## src/inc/scu_defs.svh

```systemverilog
// constants and address map of the system control unit
// Contract
// register address is unit base plus offset
// external peripherals decode against external base only
// offset 0x04 writes seed, reads checksum
// byte written at 0x08 advances checksum
// polynomial and bit order are parameters
// detection word read-only at 0x34
// system type code read-only at 0x38
// hardware revision word last, at 0x3c
// address bits above map width are ignored; code ignores only those below UNIT_REGION_WIDTH
// simulation revision value never in hardware
// peripheral clocks divide the system clock
// system clock is reference times mul/div
// firmware checks revision word at start-up
// software masks upper bits of narrow reads
`ifndef SCU_DEFS_SVH
`define SCU_DEFS_SVH

// ---------------------------------------------------------------
// register offsets within the unit map
// ---------------------------------------------------------------
`define SCU_OFS_SYSTEM_CONTROL 6'h00
`define SCU_OFS_CHECKSUM 6'h04
`define SCU_OFS_CHECKSUM_BYTE_IN 6'h08
`define SCU_OFS_DETECTION_WORD 6'h34
`define SCU_OFS_SYSTEM_TYPE_INFO 6'h38
`define SCU_OFS_HARDWARE_REVISION 6'h3c

// ---------------------------------------------------------------
// widths and reset values
// ---------------------------------------------------------------
`define SCU_MAP_WIDTH 6
`define SCU_SYSTEM_CONTROL_WIDTH 8
`define SCU_CHECKSUM_WIDTH 16
`define SCU_SYSTEM_CONTROL_RESET 8'h00
`define SCU_CHECKSUM_RESET 16'hffff
`define SCU_CHECKSUM_POLY 16'h1021

// ---------------------------------------------------------------
// clocking
// ---------------------------------------------------------------
`define SCU_SYSCLK_HZ 50000000

`endif

```

## src/inc/scu_pkg.sv

```systemverilog
// types shared by the system control unit files
package scu_pkg;

  typedef enum logic [2:0]
  {
    scu_reg_none,
    scu_reg_system_control,
    scu_reg_checksum,
    scu_reg_checksum_byte_in,
    scu_reg_detection_word,
    scu_reg_system_type_info,
    scu_reg_hardware_revision
  } scu_reg_sel_t;

endpackage
```

## src/design/scu_clock_divider.sv

```systemverilog
// one-cycle enable pulse every DIVISOR system clocks
`timescale 1ns/1ns
module scu_clock_divider
#(
  parameter int DIVISOR = 2
)
(
  input wire logic clk_in,
  input wire logic reset_n_in,
  output logic tick_out
);

  localparam int CW = (DIVISOR > 1) ? $clog2(DIVISOR) : 1;
  localparam logic [CW-1:0] LAST = CW'(DIVISOR - 1);

  logic [CW-1:0] count_reg;

  // refused at elaboration: a zero divisor has no period
  if (DIVISOR < 1)
  begin : bad_divisor
    $error("scu_clock_divider: divisor must be at least 1");
  end

  always_ff @(posedge clk_in or negedge reset_n_in)
  begin
    if (!reset_n_in)
    begin
      count_reg <= '0;
      tick_out <= 1'b0;
    end
    else
    begin

      tick_out <= (count_reg == LAST);
      count_reg <= (count_reg == LAST) ? '0 : count_reg + 1'b1;
    end
  end

endmodule // scu_clock_divider

```

## src/design/scu_system_control.sv

```systemverilog
// system control register unit: control, checksum, identification
`timescale 1ns/1ns
`include "scu_defs.svh"
module scu_system_control
  import scu_pkg::*;
#(
  parameter logic [31:0] UNIT_BASE = 32'h0000_8000,
  parameter int UNIT_REGION_WIDTH = 8,
  parameter logic [31:0] EXT_BASE = 32'h0001_0000,
  parameter int EXT_REGION_WIDTH = 16,
  parameter logic [15:0] CHECKSUM_POLY = `SCU_CHECKSUM_POLY,
  parameter bit CHECKSUM_LSB_FIRST = 1'b0,
  // arbitrary value
  parameter logic [31:0] DETECTION_WORD = 32'h0000_1234,
  // arbitrary value
  parameter logic [15:0] SYSTEM_TYPE = 16'h0001,
  // arbitrary value
  parameter logic [31:0] HW_REVISION = 32'h0000_0004,
  // arbitrary value, kept for simulation builds only
  parameter logic [31:0] SIM_REVISION = 32'h0000_fe10,
  parameter bit SIM_BUILD = 1'b0,
  parameter int NUM_PCLK = 2,
  parameter int PCLK_DIVISOR [NUM_PCLK] = '{2, 4},
  parameter int REF_CLOCK_HZ = 50000000,
  parameter int PLL_MUL = 1,
  parameter int PLL_DIV = 1
)
(
  input wire logic clk_in,
  input wire logic reset_n_in,
  input wire logic req_in,
  input wire logic write_in,
  input wire logic [31:0] addr_in,
  input wire logic [31:0] wdata_in,
  output logic ack_out,
  output logic [31:0] rdata_out,
  output logic ext_sel_out,
  output logic ext_write_out,
  output logic [31:0] ext_addr_out,
  output logic [31:0] ext_wdata_out,
  output logic [7:0] system_control_out,
  output logic [NUM_PCLK-1:0] pclk_en_out
);

  // ---------------------------------------------------------------
  // configuration checks
  // ---------------------------------------------------------------
  localparam longint SYSCLK_HZ =
    longint'(REF_CLOCK_HZ) * PLL_MUL / PLL_DIV;
  localparam logic [31:0] REVISION_WORD =
    SIM_BUILD ? SIM_REVISION : HW_REVISION;

  // checks refuse the build at elaboration, not at run time
  if (PLL_MUL < 1 || PLL_DIV < 1)
  begin : bad_pll_factors
    $error("scu_system_control: pll factors must be at least 1");
  end
  if (SYSCLK_HZ != `SCU_SYSCLK_HZ)
  begin : bad_pll_result
    $error("scu_system_control: pll result differs from clk_in rate");
  end
  if (!SIM_BUILD && HW_REVISION == SIM_REVISION)
  begin : bad_revision
    $error("scu_system_control: revision reserved for simulation");
  end
  if (UNIT_REGION_WIDTH < `SCU_MAP_WIDTH || UNIT_REGION_WIDTH > 31)
  begin : bad_unit_region
    $error("scu_system_control: unit region narrower than map");
  end
  if (EXT_REGION_WIDTH < 1 || EXT_REGION_WIDTH > 31)
  begin : bad_ext_region
    $error("scu_system_control: bad external region width");
  end
  if (NUM_PCLK < 1)
  begin : bad_pclk_count
    $error("scu_system_control: need at least one peripheral clock");
  end

  // ---------------------------------------------------------------
  // address decode
  // ---------------------------------------------------------------
  localparam logic [31:0] UNIT_MASK = ~((32'h0000_0001 << UNIT_REGION_WIDTH)
    - 32'h0000_0001);
  localparam logic [31:0] EXT_MASK = ~((32'h0000_0001 << EXT_REGION_WIDTH)
    - 32'h0000_0001);

  logic unit_hit;
  logic ext_hit;
  logic [`SCU_MAP_WIDTH-1:0] offset;
  scu_reg_sel_t reg_sel;

  // bits between map width and region width alias onto the map
  assign unit_hit = req_in && ((addr_in & UNIT_MASK) == UNIT_BASE);
  assign offset = addr_in[`SCU_MAP_WIDTH-1:0];
  assign ext_hit = req_in && ((addr_in & EXT_MASK) == EXT_BASE);

  always_comb
  begin
    reg_sel = scu_reg_none;
    if (unit_hit)
    begin
      unique case (offset)
        `SCU_OFS_SYSTEM_CONTROL: reg_sel = scu_reg_system_control;
        `SCU_OFS_CHECKSUM: reg_sel = scu_reg_checksum;
        `SCU_OFS_CHECKSUM_BYTE_IN: reg_sel = scu_reg_checksum_byte_in;
        `SCU_OFS_DETECTION_WORD: reg_sel = scu_reg_detection_word;
        `SCU_OFS_SYSTEM_TYPE_INFO: reg_sel = scu_reg_system_type_info;
        `SCU_OFS_HARDWARE_REVISION: reg_sel = scu_reg_hardware_revision;
        default: reg_sel = scu_reg_none;
      endcase
    end
  end

  // ---------------------------------------------------------------
  // checksum byte step
  // ---------------------------------------------------------------
  function automatic logic [15:0] crc_byte_step(input logic [15:0] crc,
    input logic [7:0] data);
    logic [15:0] c;
    logic fb;
    c = crc;
    for (int i = 0; i < 8; i++)
    begin
      fb = c[15] ^ (CHECKSUM_LSB_FIRST ? data[i] : data[7-i]);
      c = {c[14:0], 1'b0} ^ (fb ? CHECKSUM_POLY : 16'h0000);
    end
    return c;
  endfunction

  // ---------------------------------------------------------------
  // registers
  // ---------------------------------------------------------------
  logic [15:0] checksum_reg;

  always_ff @(posedge clk_in or negedge reset_n_in)
  begin
    if (!reset_n_in)
      system_control_out <= `SCU_SYSTEM_CONTROL_RESET;
    else if (write_in && reg_sel == scu_reg_system_control)
      system_control_out <= wdata_in[7:0];
  end

  always_ff @(posedge clk_in or negedge reset_n_in)
  begin
    if (!reset_n_in)
      checksum_reg <= `SCU_CHECKSUM_RESET;
    else if (write_in && reg_sel == scu_reg_checksum)
      checksum_reg <= wdata_in[15:0];
    else if (write_in && reg_sel == scu_reg_checksum_byte_in)
      checksum_reg <= crc_byte_step(checksum_reg, wdata_in[7:0]);
  end

  // ---------------------------------------------------------------
  // bus answer
  // ---------------------------------------------------------------
  // narrow registers read zero above their width; ids are constants
  always_ff @(posedge clk_in or negedge reset_n_in)
  begin
    if (!reset_n_in)
    begin
      ack_out <= 1'b0;
      rdata_out <= 32'h0000_0000;
    end
    else
    begin
      ack_out <= unit_hit;
      if (unit_hit && !write_in)
      begin
        unique case (reg_sel)
          scu_reg_system_control:
            rdata_out <= {24'h00_0000, system_control_out};
          scu_reg_checksum:
            rdata_out <= {16'h0000, checksum_reg};
          scu_reg_detection_word:
            rdata_out <= DETECTION_WORD;
          scu_reg_system_type_info:
            rdata_out <= {16'h0000, SYSTEM_TYPE};
          scu_reg_hardware_revision:
            rdata_out <= REVISION_WORD;
          scu_reg_checksum_byte_in, scu_reg_none:
            rdata_out <= 32'h0000_0000;
        endcase
      end
      else
        rdata_out <= 32'h0000_0000;
    end
  end

  // external peripherals see an offset within their range only
  always_ff @(posedge clk_in or negedge reset_n_in)
  begin
    if (!reset_n_in)
    begin
      ext_sel_out <= 1'b0;
      ext_write_out <= 1'b0;
      ext_addr_out <= 32'h0000_0000;
      ext_wdata_out <= 32'h0000_0000;
    end
    else
    begin
      ext_sel_out <= ext_hit;
      ext_write_out <= ext_hit && write_in;
      ext_addr_out <= addr_in & ~EXT_MASK;
      ext_wdata_out <= wdata_in;
    end
  end

  // ---------------------------------------------------------------
  // peripheral clock enables
  // ---------------------------------------------------------------
  // enables rather than gated clocks keep one clock domain
  generate
    for (genvar g = 0; g < NUM_PCLK; g++)
    begin : gen_pclk
      scu_clock_divider
      #(
        .DIVISOR(PCLK_DIVISOR[g])
      )
      scu_clock_divider_i
      (
        .clk_in(clk_in),
        .reset_n_in(reset_n_in),
        .tick_out(pclk_en_out[g])
      );
    end
  endgenerate

endmodule // scu_system_control

```

## config.mk

```make
export PLATFORM = sky130hd
export DESIGN_NAME = scu_system_control
export DESIGN_NICKNAME = d
export VERILOG_FILES = /design/src/inc/scu_pkg.sv /design/src/design/scu_clock_divider.sv /design/src/design/scu_system_control.sv
export VERILOG_INCLUDE_DIRS = /design/src /design/src/inc
export SDC_FILE = /design/constraint.sdc
export NUM_CORES = 1
export LEC_CHECK = 0
export BUFFER_PORTS_ARGS = -buffer_cell sky130_fd_sc_hd__buf_4
export CORE_AREA = 2 2 102 84
export CTS_CLUSTER_SIZE = 25
export DETAILED_ROUTE_END_ITERATION = 16
export DIE_AREA = 0 0 104 86
export GPL_ROUTABILITY_DRIVEN = 0
export PLACE_DENSITY_LB_ADDON = 0.25
export RECOVER_POWER = 100
export SLEW_MARGIN = 20
export SYNTH_ARGS = -nofsm -noshare
export SYNTH_HDL_FRONTEND = slang
export SYNTH_HIERARCHICAL = 1
export SYNTH_SLANG_ARGS = --single-unit
```

## constraint.sdc

```tcl
create_clock -name clk_in -period 3.5 [get_ports clk_in]
set_input_delay 1.05 -clock clk_in [delete_from_list [all_inputs] [get_ports clk_in]]
set_output_delay 1.05 -clock clk_in [all_outputs]
set_load 0.02 [all_outputs]
```

## After elaboration in Yosys (flattened, before gate mapping)

Cells that the tools add are included.

| storage, ports and cells | value |
|---|---|
| register bits after elaboration | 112 |
| input bits | 68 |
| output and inout port bits | 109 |
| word-level logic and storage cells | 72 |

| operators by class | value |
|---|---|
| add/sub/neg operators | 2 |
| eq/ne operators | 14 |
| muxes and demuxes | 16 |
| bitwise operators | 16 |
| reductions and logical operators | 12 |

Operators with widths:

| operator | count |
|---|---|
| 32-bit one-hot mux with 6 select lines | 1 |
| 16-bit by 13-bit bitwise XOR with 16-bit output | 8 |
| 13-bit two-way mux | 8 |
| 16-bit two-way mux | 2 |
| 32-bit two-way mux | 1 |
| 24-bit by 8-bit == test with 1-bit output (second input constant) | 1 |
| 6-bit == test (second input constant) | 3 |
| 3-bit one-hot mux with 6 select lines | 1 |
| 16-bit by 1-bit == test with 1-bit output (second input constant) | 1 |
| 3-bit == test (second input constant) | 3 |
| 1-bit bitwise XOR | 8 |
| 1-bit logical AND | 7 |
| 3-bit by 2-bit == test with 1-bit output (second input constant) | 2 |
| 6-bit by 3-bit == test with 1-bit output (second input constant) | 1 |
| 6-bit by 4-bit == test with 1-bit output (second input constant) | 1 |
| 6-bit logical NOT | 1 |
| 3-bit by 1-bit == test with 1-bit output (second input constant) | 1 |
| 3-bit logical NOT | 1 |
| 3-bit two-way mux | 1 |
| 2-bit by 1-bit adder with 2-bit output (second input constant) | 1 |
| 2-bit == test (second input constant) | 1 |
| 2-bit two-way mux | 1 |
| 2-bit nonzero test | 1 |
| 2-bit OR reduction | 1 |
| other kinds (3) | 3 |

## Logic depth before layout (Yosys ltp)

Gate-level depths: netlist of the first run.

| depth | value |
|---|---|
| word-level depth | 26 |
| gate-level depth with buffers | 7 |
| gate-level depth less buffers | 5 |

## By module

Netlist of the first run, hierarchy kept.

Modules (own cells, without submodules):

| module | times used | cells an instance | area each (µm²) | sequential area each (µm²) |
|---|---|---|---|---|
| scu_system_control | 1 | 279 | 3,731.1 | 2,297.2 |
| scu_clock_divider (gen_pclk[1].scu_clock_divider_i) | 1 | 5 | 91.3 | 75.1 |
| scu_clock_divider (gen_pclk[0].scu_clock_divider_i) | 1 | 3 | 53.8 | 50.0 |

## Worst setup path before layout of the first run

No wires, ideal clock.

| path | value |
|---|---|
| path type | input -> register |
| from | in addr_in[12] |
| to | reg checksum_reg[10] |
| library setup time | 0.082 ns |
| arrival time | 2.616 ns |
| data required time | 3.418 ns |
| slack | 0.802 ns |
| cell stages on the path | 7 |
| buffers on the path | 2 |
| cells stage by stage | or4b_1 -> nor3_1 -> and3_2 -> and4_1 -> buf_6 -> buf_12 -> mux2_4 |

| on the way | value |
|---|---|
| word-level cells in the longest chain between the ends | 6 |
| elaborated cells on any way between the ends | 9 |
| classes of those cells | eq/ne (3); mux (2); reduce/logical (4) |

RTL lines:

| item | line | text |
|---|---|---|
| start, declared | scu_system_control.sv:33 | `input wire logic [31:0] addr_in,` |
| 24-bit by 8-bit == test with 1-bit output (*) | scu_system_control.sv:93 | `assign unit_hit = req_in && ((addr_in & UNIT_MASK) == UNIT_BASE);` |
| 1-bit logical AND (*) | scu_system_control.sv:93 |  |
| net unit_hit | scu_system_control.sv:87 | `logic unit_hit;` |
| 3-bit two-way mux (*) | scu_system_control.sv:100 | `if (unit_hit)` |
| 3-bit by 2-bit == test with 1-bit output (on tied branches) | scu_system_control.sv:147, scu_system_control.sv:149 |  |
| 1-bit logical AND (on tied branches) | scu_system_control.sv:147, scu_system_control.sv:149 |  |
| 16-bit two-way mux or 2-bit nonzero test (tied branches) | - |  |
| end signal, assigned | scu_system_control.sv:146 | `` checksum_reg <= `SCU_CHECKSUM_RESET; `` |
| end signal, assigned | scu_system_control.sv:148 | `checksum_reg <= wdata_in[15:0];` |
| end signal, assigned | scu_system_control.sv:150 | `checksum_reg <= crc_byte_step(checksum_reg, wdata_in[7:0]);` |
| end, declared | scu_system_control.sv:133 | `logic [15:0] checksum_reg;` |

The timed path passes the listed nets; every way through them passes the cells marked *.
A chain may end at the register's enable or synchronous reset.

## Worst setup path after layout of the first run

| path | value |
|---|---|
| from | in addr_in[2] |
| to | reg checksum_reg[2] |

| on the way | value |
|---|---|
| word-level cells in the longest chain between the ends | 6 |
| elaborated cells on any way between the ends | 14 |
| classes of those cells | eq/ne (7); mux (3); reduce/logical (4) |

RTL lines:

| item | line | text |
|---|---|---|
| 6-bit == test (tied with other cells) | scu_system_control.sv:102 | `unique case (offset)` |
| 3-bit one-hot mux with 6 select lines (*) | scu_system_control.sv:102 |  |
| 3-bit two-way mux (*) | scu_system_control.sv:100 |  |
| 3-bit by 2-bit == test with 1-bit output (on tied branches) | scu_system_control.sv:147, scu_system_control.sv:149 |  |
| 1-bit logical AND (on tied branches) | scu_system_control.sv:147, scu_system_control.sv:149 |  |
| 16-bit two-way mux or 2-bit nonzero test (tied branches) | - |  |

Every way passes the cells marked *; elsewhere a longest branch is shown, timed or not.

==> summary.md, run 1 <==
| Metric | Value |
|---|---|
| R2r endpoint | `checksum_reg[13]` |
| Post-DP HPWL | `6250 um` |
| Clock sinks | `96` |
| Share of total power in combinational logic | `11.2%` |
| Hold Buf Count CTS | `0` |
| Clock network fraction of design power | `33.1%` |
| Clock Skews | `6.78 ps` |
| Reg2Reg Depth | `5` |
| Drt total wl | `8320 um` |
| Core box area | `0.00784 mm^2` |
| Most frequent cells in the layout | `clkbuf_1, dfrtp_1, conb_1, clkbuf_4, buf_4` |
| Switching fraction of total power | `27.7%` |
| Post-synth EDFFs | `0` |
| Mapped cell area | `0.00388 mm^2` |
| Worst Hold Depth | `0` |
| Max Cap Violations | `1` |
| GR Util met1 | `23.9%` |
| Drt first pass iters | `4` |
| Die X-Extent | `104 um` |
| VDD IR max | `0.226 mV` |
| Row cnt | `29` |
| WS Path Type | `in -> reg` |
| Lkg Pwr | `2.20 nW` |
| Final Hold Fails | `0` |
| WP data arrival | `3040 ps` |
| Startpoint Class | `input pin` |
| Hold Crit Endpoint | `gen_pclk[0].scu_clock_divider_i/tick_out` |
| Final setup violation count | `0` |
| Vias | `2584` |
| Total Power | `2.05 mW` |
| Root Driver | `clkbuf_8` |
| Met2 Resource Use GR | `31.6%` |
| DRC Markers | `0` |
| Worst-skew pair later-pin latency | `360 ps` |
| Int Pwr | `1.49 mW` |
| Initial DRC count | `65` |
| Gr busiest metal | `met2` |
| CTS Buf Count | `9` |
| CP Launch Point | `addr_in[2]` |
| Die area | `0.00894 mm^2` |
| First-pass GRT wire length | `13100 um` |
| #FFs+latches synth | `96` |
| Layout filler cell count | `739` |
| Layout cells sized above 1 | `23.3%` |
| # IOs | `177` |
| Worst-margin pin slew | `2180 ps` |
| PD cells | `433 mW/mm^2` |
| Total gr overflow | `0` |
| Vias in the first global route | `2526` |
| Synthesis Warnings | `6` |
| Mean Syn Cell Area | `13.5 um^2` |
| Outcome | `complete, but fails checks` |
| Number of distinct library cells after synthesis | `35` |
| # H-tree levels | `3` |
| Most common cell after layout, fill and taps aside | `clkbuf_1` |
| Reg2reg start | `checksum_reg[13]` |
| CP Capture Type | `flop` |
| Routed Antenna Nets | `0` |
| CTS clock-pin slew for the worst setup and hold paths | `90 ps` |
| Failing checks | `max-capacitance violations, max-slew violations` |
| CP max stage delay | `740 ps` |
| Initial antenna violation count | `0` |
| Area Growth Syn to Fin | `22.4%` |
| Met3 Track Usage GR | `5.62%` |
| Critical Path RT | `3800 ps` |
| Global Route Usage Sum | `19.0%` |
| Via density | `4.70` |
| Hold_sp | `gen_pclk[0].scu_clock_divider_i/count_reg` |
| RSZ-0062 raised after global routing | `no` |
| Post-synth top flop | `dfrtp_1` |
| CTS tree | `built` |
| F_max | `0.365 GHz` |
| WL/cell | `15.1 um` |
| Final setup margin | `758 ps` |
| Nets | `506` |
| HP Class | `reg -> reg` |
| Sequential share of power | `55.7%` |
| Flop2flop setup slack | `1590 ps` |
| Sequential-to-total area share from yosys stat | `62.5%` |
| Setup TNS | `0 ps` |
| Setup WS pre-CTS | `454 ps` |
| Die Height | `86 um` |
| Worst-path cell chain | `clkbuf_1 -> xnor2_1 -> nor3_1 -> and4_1 -> buf_4 -> mux2_2` |
| Effective utilization at floorplan | `49.5%` |
| Psw | `0.569 mW` |
| Pin count of the biggest net entering global routing | `58` |
| Post-CTS Resized | `0` |
| Max reg flops | `32` |
| Synth async-reset ratio | `100%` |
| Post-CTS Setup Repair Bufs | `0` |
| Antenna Cells | `0` |
| Reg with most FFs | `ext_wdata_out` |
| Maximum clock path buffer count | `2` |
| Crit Path Max Fanout | `21` |
| Period Utilization, post-route | `78.4%` |
| Relative slew slack | `-45.2%` |
| Port Buffers | `144` |
| Crit path time final | `2740 ps` |
| Core Util, Final | `60.5%` |
| Slew Viols, Final | `40` |
| Slowest-stage cell, CP | `clkbuf_1` |
| Synth Instances | `287` |
==> worst max path at each step <==
stage,endpoint,cells after the start
2_1_floorplan,checksum_reg[10],7
3_3_place_gp,system_control_out[5],6
3_5_place_dp,system_control_out[5],6
4_1_cts,system_control_out[5],6
5_1_grt,ext_wdata_out[2],1
6_report,checksum_reg[2],6
==> final cells by class <==
cell class	count	area, um^2	share of cell area (%)
sequential	96	2420	51.1
multi-input combinational	179	1230	25.9
timing repair buffer	148	763	16.1
tap	108	135	2.85
clock buffer	9	124	2.61
clock inverter	7	61.3	1.29
inverter	3	11.3	0.237
==> cells in the mapped netlist (all sizes together) (4+ instances only) <==
cell / number / share of area (%)
buf: 37 / 7.4
mux2: 27 / 8.8
dfstp: 16 / 11
xnor2: 15 / 3.4
dfrtp: 80 / 52
o21ai: 9 / 1.2
xor2: 11 / 2.5
mux2i: 4 / 1.0
nand2: 17 / 1.6
nor2: 18 / 1.7
nand3: 6 / 0.77
nor3: 14 / 1.8
==> kinds of logic (layout without fill, tap and decap cells) <==
kind of cell | count (synthesis) | after routing | share of synthesized area, %
AOI/OAI and AO/OA | 16 | 16 | 2.39
other | 1 | 32 | 0.0967
muxes | 31 | 31 | 9.84
buffers and inverters | 43 | 167 | 7.97
DFF | 96 | 96 | 62.5
xor gates and xnor gates | 30 | 30 | 8.23
and+or+nand+nor | 69 | 69 | 8.65
adders and majority gates | 1 | 1 | 0.323
==> critical path: cells and delay by family <==
kind	cells	cell delay, ps
buffers and inverters	2	1000
AND/OR/NAND/NOR	2	460
multiplexers	1	370
XOR/XNOR	1	150
==> metrics by stage <==
step	std cells	hold slack (ps)	cell area (um^2)
2_1_floorplan	318	354	3990
3_3_place_gp	534	363	4950
3_5_place_dp	534	363	4950
4_1_cts	550	397	5140
5_1_grt	550	424	4740
6_report	550	393	4740
==> power by group through the flow <==
stage	clock network (mW)	logic [mW]	registers (mW)
3_5_place_dp	0	0.269	1.17
3_3_place_gp	0	0.265	1.17
4_1_cts	0.701	0.269	1.14
6_report	0.680	0.231	1.14
2_1_floorplan	0	0.107	1.20
5_1_grt	0.734	0.252	1.15
==> metal layers <==
metal | vias to the layer above | part of all wire [%]
met5 | - | 0
li1 | 1205 | -
met2 | 100 | 48
met4 | 0 | 1.8
met1 | 1265 | 43
met3 | 14 | 6.8
Power figures use the tool's default switching activity.
==> run 2: changes to the inputs <==
- CORE_AREA: 2 2 102 84 -> 2 2 105 87
- DIE_AREA: 0 0 104 86 -> 0 0 107 89
- clock period: 3.5 -> 2.7 ns (I/O delays scaled with it)
==> run 2 against run 1 <==
The flow now finishes without violations; largest power group unchanged; routed wire length down 1.6%; first-iteration DRC count is 4.6% lower; combinational power is 31% higher.
==> summary.md, run 2 (synthesized netlist as in run 1, its figures left out) <==
| Metric | Value |
|---|---|
| Period Utilization, post-route | `87.7%` |
| Layout filler cell count | `811 (+9.7%)` |
| CTS clock-pin slew for the worst setup and hold paths | `100 ps (about the same)` |
| Most frequent cells in the layout | `clkbuf_1, dfrtp_1, clkbuf_4, conb_1, buf_4` |
| # IOs | `177 (unchanged)` |
| Core Util, Final | `57.5% (-3.1 points)` |
| CP Capture Type | `flop` |
| Flop2flop setup slack | `850 ps (-740 ps)` |
| Vias | `2593 (+0.35%)` |
| Initial antenna violation count | `0 (unchanged)` |
| Clock Skews | `11.1 ps (+4.33 ps)` |
| M1 WL | `3630 um (+1.0%)` |
| CP Launch Point | `addr_in[12]` |
| Final setup margin | `333 ps (-425 ps)` |
| Total gr overflow | `0 (unchanged)` |
| Post-CTS Setup Repair Bufs | `0 (unchanged)` |
| Routed Antenna Nets | `0 (unchanged)` |
| Global Route Usage Sum | `17.9% (-1.1 points)` |
| Crit path time final | `2370 ps` |
| Reg with most FFs | `ext_wdata_out` |
| Highest routed layer | `met4` |
| Antenna Cells | `0 (unchanged)` |
| Row cnt | `30 (+3.4%)` |
| Effective utilization at floorplan | `46.3% (-3.1 points)` |
| VDD IR max | `0.264 mV (+17%)` |
| Outcome | `finished, final reports clean` |
| Max reg flops | `32 (unchanged)` |
| Met3 Wirelength | `552 um (-2.3%)` |
| WP data arrival | `2610 ps (-430 ps)` |
| Max Cap Violations | `0 (-1)` |
| Final setup violation count | `0 (unchanged)` |
| Clock sinks | `96 (unchanged)` |
| WS Path Type | `in -> reg` |
| Reg2Reg Depth | `5 (unchanged)` |
| HP Class | `in -> async` |
| Area Growth Syn to Fin | `24.1%` |
| Post-DP HPWL | `6270 um (+0.34%)` |
| Hold WS | `387 ps (-6.31 ps)` |
| Slew Viols, Final | `0 (-100%)` |
| Setup WS pre-CTS | `35.9 ps (-418 ps)` |
| Via density | `4.63 (-1.4%)` |
| Reg2reg start | `checksum_reg[13]` |
| Drt total wl | `8190 um (-1.6%)` |
| # H-tree levels | `3 (unchanged)` |
| Die Height | `89 um (+3.5%)` |
| CTS Buf Count | `9 (unchanged)` |
| Port Buffers | `144 (unchanged)` |
| F_max | `0.422 GHz` |
| Register area | `0.00242 mm^2 (unchanged)` |
| Drt first pass iters | `4 (unchanged)` |
| Total Power | `2.68 mW (+30%)` |
| First-pass GRT wire length | `12800 um (-2.3%)` |
| Routed wl met2 | `3900 um (-2.7%)` |
| Crit Path Max Fanout | `4 (-81%)` |
| Root Driver | `clkbuf_8` |
| Vias in the first global route | `2569 (+1.7%)` |
| Startpoint Class | `input pin` |
| Lkg Pwr | `2.23 nW (+1.4%)` |
| Hold Buf Count CTS | `0 (unchanged)` |
| Setup TNS | `0 ps (unchanged)` |
| Worst-margin pin slew | `1400 ps (-780 ps)` |
| WL/cell | `14.6 um (-3.3%)` |
| Most common cell after layout, fill and taps aside | `clkbuf_1` |
| Nets | `512 (+1.2%)` |
| Footprint of the multi-input gates | `0.00123 mm^2 (unchanged)` |
| Post-CTS Resized | `0 (unchanged)` |
| Worst setup endpoint | `system_control_out[6]` |
| CTS tree | `built` |
| Die area | `0.00952 mm^2 (+6.5%)` |
| Die X-Extent | `107 um (+2.9%)` |
| PD cells | `557 mW/mm^2 (+29%)` |
| Layout cells sized above 1 | `23.9% (+0.58 points)` |
| Core box area | `0.00837 mm^2 (+6.8%)` |
| Initial DRC count | `62 (-4.6%)` |
| Pin count of the biggest net entering global routing | `36 (-38%)` |
| Worst-skew pair later-pin latency | `360 ps (about the same)` |
| Relative slew slack | `6.82% (+52 points)` |
| Final Hold Fails | `0 (unchanged)` |
| Maximum clock path buffer count | `2 (unchanged)` |
| R2r endpoint | `checksum_reg[6]` |
| Critical Path RT | `2950 ps (-850 ps)` |
| DRC Markers | `0 (unchanged)` |
| RSZ-0062 raised after global routing | `no` |
## run 2: stage by stage
stage,cell area (um^2),cells
floorplan,3990,318
global placement,5020,544
detailed placement,5020,544
CTS,5210,560
global route,4810,560
finish,4810,560
## run 2: power breakdown
part	total (mW)	switching, mW	internal, mW
registers	1.48	0.00851	1.47
logic	0.302	0.199	0.103
clock network	0.894	0.532	0.361
## run 2: how the worst min path moves through the flow
stage | startpoint | end | slack (ps) | cells after the start
after floorplan | gen_pclk[0].scu_clock_divider_i/count_reg | gen_pclk[0].scu_clock_divider_i/tick_out | 350 | 0
after global placement | gen_pclk[0].scu_clock_divider_i/count_reg | gen_pclk[0].scu_clock_divider_i/tick_out | 360 | 0
after detailed placement | gen_pclk[0].scu_clock_divider_i/count_reg | gen_pclk[0].scu_clock_divider_i/tick_out | 380 | 0
after CTS | reset_n_in | gen_pclk[1].scu_clock_divider_i/tick_out | 390 | 1
after global routing | reset_n_in | ext_wdata_out[24] | 390 | 1
final | reset_n_in | ext_wdata_out[24] | 390 | 1
## run 2: final cells by class
| cell class | instances | share of cell area, % |
|---|---|---|
| well taps | 112 | 2.91 |
| repair buffers | 154 | 16.9 |
| clock inverters | 7 | 1.48 |
| flip-flops and latches | 96 | 50.4 |
| clock buffers | 9 | 2.58 |
| inverters | 3 | 0.234 |
| multi-input cells | 179 | 25.5 |
## run 2: worst max-delay path: stages
cell and delay [ps]:
clkbuf_4 120, or4b_1 520, nor3_1 130, and3_2 230
and4_1 220, clkbuf_1 230, mux2_2 360
## run 2: routing by layer
| layer | track usage (%) | vias up |
|---|---|---|
| li1 | - | 1215 |
| met1 | 23.2 | 1265 |
| met2 | 29.4 | 103 |
| met3 | 5.47 | 10 |
| met4 | 5.55 | 0 |
| met5 | 0 | - |
